$ cat src/trs_pkg.sv
package trs_pkg;
  // Frame geometry and limits
  localparam int NUM_TS = 2;
  localparam int NUM_KEYS = 16;
  localparam int NUM_GROUPS = 4;
  localparam int NUM_OBJ = NUM_TS + 1;
  localparam int KEY_OBJ_IDX = NUM_TS;
  localparam int MAX_TOUCH = 10;
  localparam int CNT_W = 5;
  localparam int COORD_W = 12;
  localparam int SIG_W = 8;
  localparam int AREA_W = 8;
  // Reset values
  localparam logic [CNT_W-1:0] MAX_TOUCH_RST = 5'h0a;
  localparam logic [COORD_W-1:0] BORDER_RST = 12'h000;
  localparam logic [SIG_W-1:0] GLOVE_STRICT_RST = 8'h40;
  localparam logic [SIG_W-1:0] GLOVE_RELAX_RST = 8'h20;

  typedef enum logic [1:0] {
    TRS_TYPE_FINGER,
    TRS_TYPE_GLOVE,
    TRS_TYPE_STYLUS,
    TRS_TYPE_LARGE
  } trs_type_t;

  typedef enum {
    TRS_GLOVE_NORMAL,
    TRS_GLOVE_CONFIDENT
  } trs_glove_t;
endpackage : trs_pkg

$ cat src/trs_suppress.sv
`timescale 1ns/1ps
`default_nettype none
//==================================================
// Overview of operation
// - Touch in group suppresses higher-index group objects
// - Object may belong to several groups
// - Internal suppression keeps only one key
// - Internal suppression only for key array
// - Too many touches suppress whole frame
// - Large area touches are suppressed
// - Touches in edge border suppressed
// - Normal glove mode uses strict threshold
// - Gloved touch enters glove confidence mode
// - Confidence mode uses relaxed glove threshold
// - Stylus uses its own thresholds
// - Fingers on a screen with an active stylus are suppressed
// - One stylus setting set per touchscreen
module trs_suppress
  import trs_pkg::*;
(
  input wire logic clk_i,
  input wire logic reset_n_i,
  input wire logic frame_i,
  input wire logic [NUM_TS*MAX_TOUCH-1:0] ts_touch_i,
  input wire logic [NUM_TS*MAX_TOUCH*COORD_W-1:0] ts_x_i,
  input wire logic [NUM_TS*MAX_TOUCH*COORD_W-1:0] ts_y_i,
  input wire logic [NUM_TS*MAX_TOUCH*SIG_W-1:0] ts_signal_i,
  input wire logic [NUM_TS*MAX_TOUCH*AREA_W-1:0] ts_area_i,
  input wire logic [NUM_TS*MAX_TOUCH-1:0] ts_stylus_i,
  input wire logic [NUM_KEYS-1:0] key_touch_i,
  input wire logic [NUM_KEYS*SIG_W-1:0] key_signal_i,
  input wire logic [NUM_OBJ*NUM_GROUPS-1:0] group_member_i,
  input wire logic key_internal_en_i,
  input wire logic max_touch_en_i,
  input wire logic [CNT_W-1:0] max_touch_i,
  input wire logic [COORD_W-1:0] x_max_i,
  input wire logic [COORD_W-1:0] y_max_i,
  input wire logic grip_en_i,
  input wire logic [COORD_W-1:0] border_i,
  input wire logic large_en_i,
  input wire logic [AREA_W-1:0] large_area_i,
  input wire logic [SIG_W-1:0] finger_thr_i,
  input wire logic [SIG_W-1:0] key_thr_i,
  input wire logic [NUM_TS*SIG_W-1:0] stylus_thr_i,
  input wire logic [NUM_TS*AREA_W-1:0] stylus_area_i,
  input wire logic [NUM_TS-1:0] stylus_supp_en_i,
  input wire logic glove_en_i,
  input wire logic [SIG_W-1:0] glove_strict_i,
  input wire logic [SIG_W-1:0] glove_relax_i,
  input wire logic glove_exit_i,
  output logic [NUM_TS*MAX_TOUCH-1:0] ts_report_o,
  output logic [NUM_KEYS-1:0] key_report_o,
  output logic glove_confident_o,
  output logic max_suppressed_o,
  output logic report_valid_o
);
  //==================================================
  // Reset release and frame strobe synchroniser
  logic [1:0] rst_sync_r;
  logic rst_n;
  logic [2:0] frame_sync_r;
  logic frame_go;
  always_ff @(posedge clk_i or negedge reset_n_i) begin
    if (!reset_n_i) begin
      rst_sync_r <= 2'h0;
    end else begin
      rst_sync_r <= {rst_sync_r[0], 1'b1};
    end
  end
  assign rst_n = rst_sync_r[1];
  always_ff @(posedge clk_i or negedge rst_n) begin
    if (!rst_n) begin
      frame_sync_r <= 3'h0;
    end else begin
      frame_sync_r <= {frame_sync_r[1:0], frame_i};
    end
  end
  assign frame_go = frame_sync_r[1] && !frame_sync_r[2];

  //==================================================
  // Per-touch classification
  trs_glove_t glove_r;
  logic [SIG_W-1:0] glove_thr;
  logic [NUM_TS*MAX_TOUCH-1:0] t_valid;
  logic [NUM_TS*MAX_TOUCH-1:0] t_glove;
  logic [NUM_TS*MAX_TOUCH-1:0] t_stylus;
  logic [NUM_TS*MAX_TOUCH-1:0] t_finger;
  assign glove_thr = !glove_en_i ? {SIG_W{1'b1}} :
    (glove_r == TRS_GLOVE_CONFIDENT) ? glove_relax_i : glove_strict_i;

  genvar gi;
  generate
    for (gi = 0; gi < NUM_TS*MAX_TOUCH; gi++) begin : g_touch
      localparam int TS = gi / MAX_TOUCH;
      trs_touch_filter u_filter (
        .touch_i(ts_touch_i[gi]),
        .x_i(ts_x_i[gi*COORD_W +: COORD_W]),
        .y_i(ts_y_i[gi*COORD_W +: COORD_W]),
        .x_max_i(x_max_i),
        .y_max_i(y_max_i),
        .signal_i(ts_signal_i[gi*SIG_W +: SIG_W]),
        .area_i(ts_area_i[gi*AREA_W +: AREA_W]),
        .stylus_i(ts_stylus_i[gi]),
        .grip_en_i(grip_en_i),
        .border_i(border_i),
        .large_en_i(large_en_i),
        .large_area_i(large_area_i),
        .finger_thr_i(finger_thr_i),
        .stylus_thr_i(stylus_thr_i[TS*SIG_W +: SIG_W]),
        .stylus_area_i(stylus_area_i[TS*AREA_W +: AREA_W]),
        .glove_thr_i(glove_thr),
        .valid_o(t_valid[gi]),
        .glove_o(t_glove[gi]),
        .stylus_o(t_stylus[gi]),
        .near_stylus_o(t_finger[gi])
      );
    end
  endgenerate

  // Stylus hand rejection per touchscreen
  logic [NUM_TS*MAX_TOUCH-1:0] t_keep;
  generate
    for (gi = 0; gi < NUM_TS*MAX_TOUCH; gi++) begin : g_pen
      localparam int TS = gi / MAX_TOUCH;
      assign t_keep[gi] = t_valid[gi] && !(stylus_supp_en_i[TS] && t_finger[gi]
        && |t_stylus[TS*MAX_TOUCH +: MAX_TOUCH]);
    end
  endgenerate

  // Key array internal suppression: lowest touched key survives
  logic [NUM_KEYS-1:0] k_valid;
  logic [NUM_KEYS-1:0] k_keep;
  generate
    for (gi = 0; gi < NUM_KEYS; gi++) begin : g_key
      assign k_valid[gi] = key_touch_i[gi] && key_signal_i[gi*SIG_W +: SIG_W] >= key_thr_i;
    end
  endgenerate
  assign k_keep = key_internal_en_i ? (k_valid & (~k_valid + 16'h0001)) : k_valid;

  //==================================================
  // Group suppression between objects
  logic [NUM_OBJ-1:0] obj_act;
  logic [NUM_OBJ-1:0] obj_ok;
  generate
    for (gi = 0; gi < NUM_TS; gi++) begin : g_obj
      assign obj_act[gi] = |t_keep[gi*MAX_TOUCH +: MAX_TOUCH];
    end
  endgenerate
  assign obj_act[KEY_OBJ_IDX] = |k_keep;

  always_comb begin
    obj_ok = obj_act;
    for (int g = 0; g < NUM_GROUPS; g++) begin
      for (int o = 0; o < NUM_OBJ; o++) begin
        for (int w = 0; w < o; w++) begin
          if (group_member_i[o*NUM_GROUPS+g] && group_member_i[w*NUM_GROUPS+g]
              && obj_act[w]) begin
            obj_ok[o] = 1'b0;
          end
        end
      end
    end
  end

  // Touch count for maximum touch suppression
  // One spare bit: screens and keys together exceed the limit's range
  logic [CNT_W:0] count;
  logic over_max;
  always_comb begin
    count = '0;
    for (int i = 0; i < NUM_TS*MAX_TOUCH; i++) begin
      count = count + (CNT_W+1)'(ts_touch_i[i]);
    end
    for (int i = 0; i < NUM_KEYS; i++) begin
      count = count + (CNT_W+1)'(key_touch_i[i]);
    end
  end
  assign over_max = max_touch_en_i && (count > {1'b0, max_touch_i});

  logic [NUM_TS*MAX_TOUCH-1:0] ts_final;
  generate
    for (gi = 0; gi < NUM_TS*MAX_TOUCH; gi++) begin : g_fin
      assign ts_final[gi] = t_keep[gi] && obj_ok[gi / MAX_TOUCH] && !over_max;
    end
  endgenerate

  //==================================================
  // Report registers, updated once per frame
  always_ff @(posedge clk_i or negedge rst_n) begin
    if (!rst_n) begin
      ts_report_o <= '0;
      key_report_o <= '0;
      max_suppressed_o <= 1'b0;
    end else if (frame_go) begin
      ts_report_o <= ts_final;
      key_report_o <= (obj_ok[KEY_OBJ_IDX] && !over_max) ? k_keep : '0;
      max_suppressed_o <= over_max;
    end
  end

  always_ff @(posedge clk_i or negedge rst_n) begin
    if (!rst_n) begin
      report_valid_o <= 1'b0;
    end else begin
      report_valid_o <= frame_go;
    end
  end

  // Glove classifier mode
  always_ff @(posedge clk_i or negedge rst_n) begin
    if (!rst_n) begin
      glove_r <= TRS_GLOVE_NORMAL;
    end else if (!glove_en_i || glove_exit_i) begin
      glove_r <= TRS_GLOVE_NORMAL;
    end else if (frame_go && |(t_glove & ts_final)) begin
      glove_r <= TRS_GLOVE_CONFIDENT;
    end
  end
  assign glove_confident_o = (glove_r == TRS_GLOVE_CONFIDENT);

  //==================================================
  // Checks
  max_supp_a: assert property (@(posedge clk_i) disable iff (!rst_n)
    frame_go && over_max |=> ts_report_o == '0 && key_report_o == '0 && max_suppressed_o)
    else $error("touches reported above maximum count");
  key_one_a: assert property (@(posedge clk_i) disable iff (!rst_n)
    frame_go && key_internal_en_i |=> $onehot0(key_report_o))
    else $error("several keys reported with internal suppression");
  grp_win_a: assert property (@(posedge clk_i) disable iff (!rst_n)
    frame_go && obj_act[0] && group_member_i[0] && group_member_i[KEY_OBJ_IDX*NUM_GROUPS]
    |=> key_report_o == '0)
    else $error("key reported while grouped screen touched");
  grp_prio_a: assert property (@(posedge clk_i) disable iff (!rst_n)
    frame_go && !over_max && obj_act[0] |=> (ts_report_o[MAX_TOUCH-1:0] != '0))
    else $error("highest priority object lost");
  glove_ent_a: assert property (@(posedge clk_i) disable iff (!rst_n)
    frame_go && glove_en_i && !glove_exit_i && |(t_glove & ts_final) |=> glove_confident_o)
    else $error("glove confidence not entered");
  glove_off_a: assert property (@(posedge clk_i) disable iff (!rst_n)
    !glove_en_i |=> !glove_confident_o)
    else $error("glove mode active while disabled");
  rpt_pulse_a: assert property (@(posedge clk_i) disable iff (!rst_n)
    report_valid_o |=> !report_valid_o)
    else $error("report strobe longer than one cycle");
  hold_a: assert property (@(posedge clk_i) disable iff (!rst_n)
    !frame_go |=> $stable(ts_report_o))
    else $error("report changed outside frame");
endmodule // trs_suppress
`default_nettype wire

$ cat src/trs_touch_filter.sv
`timescale 1ns/1ps
`default_nettype none
module trs_touch_filter
  import trs_pkg::*;
(
  input wire logic touch_i,
  input wire logic [COORD_W-1:0] x_i,
  input wire logic [COORD_W-1:0] y_i,
  input wire logic [COORD_W-1:0] x_max_i,
  input wire logic [COORD_W-1:0] y_max_i,
  input wire logic [SIG_W-1:0] signal_i,
  input wire logic [AREA_W-1:0] area_i,
  input wire logic stylus_i,
  input wire logic grip_en_i,
  input wire logic [COORD_W-1:0] border_i,
  input wire logic large_en_i,
  input wire logic [AREA_W-1:0] large_area_i,
  input wire logic [SIG_W-1:0] finger_thr_i,
  input wire logic [SIG_W-1:0] stylus_thr_i,
  input wire logic [AREA_W-1:0] stylus_area_i,
  input wire logic [SIG_W-1:0] glove_thr_i,
  output logic valid_o,
  output logic glove_o,
  output logic stylus_o,
  output logic near_stylus_o
);
  logic in_border;
  logic finger_ok;
  logic stylus_ok;
  logic glove_ok;
  // Grip border: touches within border_i of any edge
  assign in_border = (x_i < border_i) || (y_i < border_i) ||
                     (x_i > x_max_i - border_i) || (y_i > y_max_i - border_i);
  assign stylus_ok = stylus_i && (signal_i >= stylus_thr_i) && (area_i <= stylus_area_i);
  assign finger_ok = !stylus_i && (signal_i >= finger_thr_i);
  assign glove_ok = !stylus_i && !finger_ok && (signal_i >= glove_thr_i);
  assign stylus_o = touch_i && stylus_ok;
  assign glove_o = touch_i && glove_ok;
  // Any non-stylus contact is taken as the holding hand when a stylus is active
  assign near_stylus_o = touch_i && !stylus_i;
  assign valid_o = touch_i && (stylus_ok || finger_ok || glove_ok)
                   && !(grip_en_i && in_border)
                   && !(large_en_i && area_i > large_area_i);
endmodule // trs_touch_filter
`default_nettype wire
$ cat config.mk
export PLATFORM = sky130hd
export DESIGN_NAME = trs_suppress
export DESIGN_NICKNAME = d
export VERILOG_FILES = /design/src/trs_pkg.sv /design/src/trs_suppress.sv /design/src/trs_touch_filter.sv
export SDC_FILE = /design/constraint.sdc
export NUM_CORES = 2
export LEC_CHECK = 0
export ABC_AREA = 1
export BUFFER_PORTS_ARGS = -buffer_cell sky130_fd_sc_hd__buf_4
export CORE_AREA = 2 2 449 451
export CTS_CLUSTER_SIZE = 8
export DETAILED_ROUTE_END_ITERATION = 8
export DIE_AREA = 0 0 451 453
export GPL_TIMING_DRIVEN = 0
export PLACE_DENSITY = 0.48
export SETUP_SLACK_MARGIN = 0.2
export SLEW_MARGIN = 5
export SYNTH_ARGS = -nofsm -noshare
export SYNTH_HDL_FRONTEND = slang
export SYNTH_SLANG_ARGS = --single-unit
export TNS_END_PERCENT = 1
$ cat constraint.sdc
create_clock -name clk_i -period 3.6 [get_ports clk_i]
set_input_delay 0.18 -clock clk_i [delete_from_list [all_inputs] [get_ports clk_i]]
set_output_delay 0.18 -clock clk_i [all_outputs]
set_load 0.02 [all_outputs]
==> results_tabular.tex <==
\begin{tabular}{lr}
\hline
Metric & Value \\
\hline
\multicolumn{2}{l}{\textbf{Run status}} \\
Run status & complete, but fails checks \\
Violations in the final reports & max-capacitance violations, max-slew violations, negative setup slack \\
\multicolumn{2}{l}{\textbf{Drt}} \\
Antenna Violating Nets Remaining & 0 \\
Number of search-and-repair iterations in the first detailed-routing pass & 6 \\
Wirelength per Cell & 26.6 um \\
Detailed Route Iter0 Violations & 3744 \\
Total DRC errors in the routed layout & 0 \\
Avg Vias per Cell & a little over 5 \\
Total vias in the final route & 53242 \\
Drt total wl & 276000 um \\
\multicolumn{2}{l}{\textbf{Clock network}} \\
Clock net sink count & 44 \\
Clock transition at the registers of the reported paths & 0.08 ns \\
Clock Tree Root & sky130\_fd\_sc\_hd\_\_clkbuf\_16 \\
Buffer depth of the longest clock path & 2 \\
H-tree levels & 2 \\
Clock Latency Late Sink & 0.32 ns \\
TritonCTS clock tree & yes \\
CTS Buf Count & 5 \\
\multicolumn{2}{l}{\textbf{Floorplanning}} \\
Die Span Y & $\sim$450 um \\
Standard cell core area & $\sim$200000 um\^{}2 \\
Die footprint & roughly 200000 um\^{}2 \\
Die Width & 451 um \\
Row count & 164 \\
I/O Pins & between 1000 and 1500 \\
Effective utilization at floorplan & between 20\% and 30\% \\
\multicolumn{2}{l}{\textbf{Worst setup path}} \\
Required time reported for the critical path endpoint & $\sim$3.8 ns \\
Worst Path Class, Setup & input port to register \\
Highest cell delay on the worst timing path & 0.54 ns \\
Worst-path fanout max & 5 \\
Worst Setup Start Kind & input port \\
Slowest cell on the critical path & sky130\_fd\_sc\_hd\_\_fa\_1 \\
Endpoint type of the worst setup path & register \\
Data arrival, critical path & around 6.5 ns \\
Cell mode on critical path & sky130\_fd\_sc\_hd\_\_fa\_1 \\
\multicolumn{2}{l}{\textbf{Final layout}} \\
Fin area & 60500 um\^{}2 \\
Area growth from synthesis to layout & 31.2\% \\
Number of filler cells placed in the layout & about 22000 \\
Leading cell types in the layout, fill and taps excluded & sky130\_fd\_sc\_hd\_\_ha\_1 (1840), sky130\_fd\_sc\_hd\_\_buf\_4 (1165), sky130\_fd\_sc\_hd\_\_nand2\_1 (1102) \\
Post-route core utilization & a little under a third \\
Most frequent standard cell in the layout excluding fill and tap cells & sky130\_fd\_sc\_hd\_\_ha\_1 \\
Number of nets in the layout & about 11000 \\
Layout cell share with drive strength beyond 1 & between 10\% and 20\% \\
\multicolumn{2}{l}{\textbf{STA}} \\
Final worst-path cycle share & 174\% \\
Smallest hold slack & 0.179 ns \\
Count of endpoints failing hold in the final timing report & 0 \\
Smallest setup slack after layout & -2.65 ns \\
Setup repair after global routing missed its margin & true \\
Clock period minus final worst setup slack & 6.25 ns \\
Max-slew headroom & -9.52\% \\
Final slew viol count & 17 \\
Layout Skew & between 0.01 and 0.015 ns \\
Peak Freq & between 0.15 and 0.2 GHz \\
Setup-failing EPs final & 38 \\
Tightest Pin Transition & approximately 1.6 ns \\
Accumulated negative setup slack & -87.15 ns \\
\multicolumn{2}{l}{\textbf{Logic synthesis}} \\
Portion of the post-synthesis area used by sequential elements & 2.39\% \\
Post-synthesis area per instance & between 7 and 8 um\^{}2 \\
Share of flip-flops with an asynchronous set or reset after synthesis & 100\% \\
Area share of the largest cell type after synthesis & $\sim$50\% \\
Predominant post-synthesis flop cell & sky130\_fd\_sc\_hd\_\_dfrtp\_1 \\
Total number of yosys warnings & 0 \\
Syn Nets & $\sim$9400 \\
Synth area leader & sky130\_fd\_sc\_hd\_\_ha\_1 \\
Synthesized instance count & 6366 \\
Netlist area before placement & between 40000 and 50000 um\^{}2 \\
Number of enable flip-flop cells after synthesis & 0 \\
Number of synthesized register bits & between 40 and 50 \\
Largest cells by area after synthesis & sky130\_fd\_sc\_hd\_\_ha\_1 (50\%), sky130\_fd\_sc\_hd\_\_a21oi\_1 (9.1\%), sky130\_fd\_sc\_hd\_\_nand2\_1 (9.1\%), sky130\_fd\_sc\_hd\_\_inv\_1 (5.7\%), sky130\_fd\_sc\_hd\_\_nor2\_1 (3.3\%) \\
Synth cell types & $\sim$70 \\
\multicolumn{2}{l}{\textbf{Power}} \\
Power density relative to cell area & 253 nW/um\^{}2 \\
Worst vdd ir & about 660 uV \\
Leakage power of the design & 32.0 nW \\
\multicolumn{2}{l}{\textbf{Global route}} \\
Aggregate global-route resource usage & about a quarter \\
Largest net degree at the start of global routing & between 40 and 50 \\
Wire length of the first global-routing pass & around 370000 um \\
Initial antenna violation count & 193 \\
Total gr overflow & 0 \\
Vias in the first global route & 50226 \\
\multicolumn{2}{l}{\textbf{Min path}} \\
Class of the tightest hold or removal check & input port to register \\
\multicolumn{2}{l}{\textbf{Job}} \\
\# Max-Cap Violations & 3 \\
\multicolumn{2}{l}{\textbf{Place}} \\
Placed wire-length estimate after detailed placement & 234000 um \\
Instance area at placement & 59700 um\^{}2 \\
Final Wtd Congestion & 0.956 \\
Port buffer count & 1155 \\
\hline
\end{tabular}
layout make-up:
class | instances | area (um^2) | share of cell area, %
multi-input combinational | 5588 | 42900 | 70.9
timing repair buffer | 1214 | 9780 | 16.2
tap | 2656 | 3320 | 5.49
inverter | 707 | 2700 | 4.46
sequential | 44 | 1100 | 1.82
antenna | 137 | 343 | 0.566
buffer | 27 | 188 | 0.310
clock buffer | 5 | 125 | 0.207
clock inverter | 3 | 47.5 | 0.0785
registers in the layout (all words and copies together), names as in the netlist:
register	count
frame_sync_r	3
glove_r	1
key_report_o	16
max_suppressed_o	1
report_valid_o	1
rst_sync_r	2
ts_report_o	20
layer usage:
metal	wire length (um)	GRT usage [%]	part of all wire (%)	up-vias
li1	-	-	-	25743
met1	123000	33.7	45	24955
met2	118000	39.2	43	1941
met3	17600	4.72	6.4	533
met4	17200	14.8	6.2	70
met5	458	0	0.17	-
worst paths after layout:
kind,from,to,cells after the start,slack (ns)
worst max-delay path,key_touch_i[11],glove_r[0],35,-2.65
min in group asynchronous,rst_sync_r[1],ts_report_o[3],0,0.24
max in group asynchronous,rst_sync_r[1],ts_report_o[11],1,2.81
worst max register to register,glove_r[0],glove_r[0],23,-2.13
worst min register to register,rst_sync_r[1],ts_report_o[3],0,0.24
worst min-delay path,glove_exit_i,glove_r[0],4,0.18
where the power goes:
| group | total (W) | internal (W) | switching, W |
|---|---|---|---|
| Clock | 0.000591 | 0.000332 | 0.000259 |
| Sequential | 0.000679 | 0.000584 | 0.0000946 |
| Combinational | 0.0141 | 0.00560 | 0.00846 |
| Total | 0.0153 | 0.00651 | 0.00882 |
stage by stage:
| stage | setup WS [ns] | total power [W] | instances |
|---|---|---|---|
| after floorplan | -2.11 | 0.00851 | 6366 |
| after global placement | -7.00 | 0.0132 | 10177 |
| after detailed placement | -4.04 | 0.0141 | 10225 |
| after CTS | -2.72 | 0.0151 | 10242 |
| after global routing | -2.93 | 0.0169 | 10352 |
| final | -2.65 | 0.0153 | 10381 |
timing repair:
item,in CTS,in global routing
pin swaps,22,9
cloned,0,0
setup endpoints to repair,38,38
hold endpoints to repair,3,0
buffers inserted,7,1
gates resized for setup,61,6
hold buffers,2,0
logic make-up (layout without fill, tap and decap cells):
| group | Yosys count | in the layout | share of synthesized area (%) |
|---|---|---|---|
| simple gates | 2151 | 2151 | 20.4 |
| fa+ha+maj | 1873 | 1873 | 51.3 |
| compound gates | 1540 | 1540 | 19.4 |
| buf+inv | 734 | 1956 | 6.13 |
| flops | 44 | 44 | 2.39 |
| xor+xnor | 23 | 23 | 0.436 |
| other cells | 1 | 138 | 0.00812 |
critical path, delay by kind of cell:
family                   cells  cell delay, ns
AND/OR/NAND/NOR             13            1.30
adder cells (fa/ha/maj)      9            3.84
AO/OA/AOI/OAI                6            0.65
buffers and inverters        6            0.39
XOR/XNOR                     1            0.09
cells in the mapped netlist, types with 7 or more instances:
library cell / instances
sky130_fd_sc_hd__o21ai_1: 9
sky130_fd_sc_hd__fa_1: 30
sky130_fd_sc_hd__nor3_1: 71
sky130_fd_sc_hd__a21o_1: 40
sky130_fd_sc_hd__and3_1: 10
sky130_fd_sc_hd__o21bai_1: 28
sky130_fd_sc_hd__a32o_1: 7
sky130_fd_sc_hd__nor2_2: 11
sky130_fd_sc_hd__nand3b_1: 24
sky130_fd_sc_hd__clkbuf_1: 13
sky130_fd_sc_hd__o2111ai_1: 40
sky130_fd_sc_hd__nand3_2: 11
sky130_fd_sc_hd__a31oi_1: 16
sky130_fd_sc_hd__a31o_2: 13
sky130_fd_sc_hd__dfrtp_1: 44
sky130_fd_sc_hd__buf_6: 8
sky130_fd_sc_hd__o211ai_1: 62
sky130_fd_sc_hd__nand2_1: 1114
sky130_fd_sc_hd__nor4_1: 12
sky130_fd_sc_hd__o311ai_0: 14
sky130_fd_sc_hd__nand4_1: 209
sky130_fd_sc_hd__nor2_1: 403
sky130_fd_sc_hd__nand2_2: 14
sky130_fd_sc_hd__ha_1: 1843
sky130_fd_sc_hd__o221ai_1: 37
sky130_fd_sc_hd__o22ai_1: 9
sky130_fd_sc_hd__inv_1: 702
sky130_fd_sc_hd__o31ai_1: 27
sky130_fd_sc_hd__nand3_1: 247
sky130_fd_sc_hd__o21ai_0: 274
sky130_fd_sc_hd__o21a_1: 67
sky130_fd_sc_hd__a21oi_1: 842
sky130_fd_sc_hd__a211oi_1: 17
sky130_fd_sc_hd__xor2_1: 18
Power figures use the tool's default switching activity.
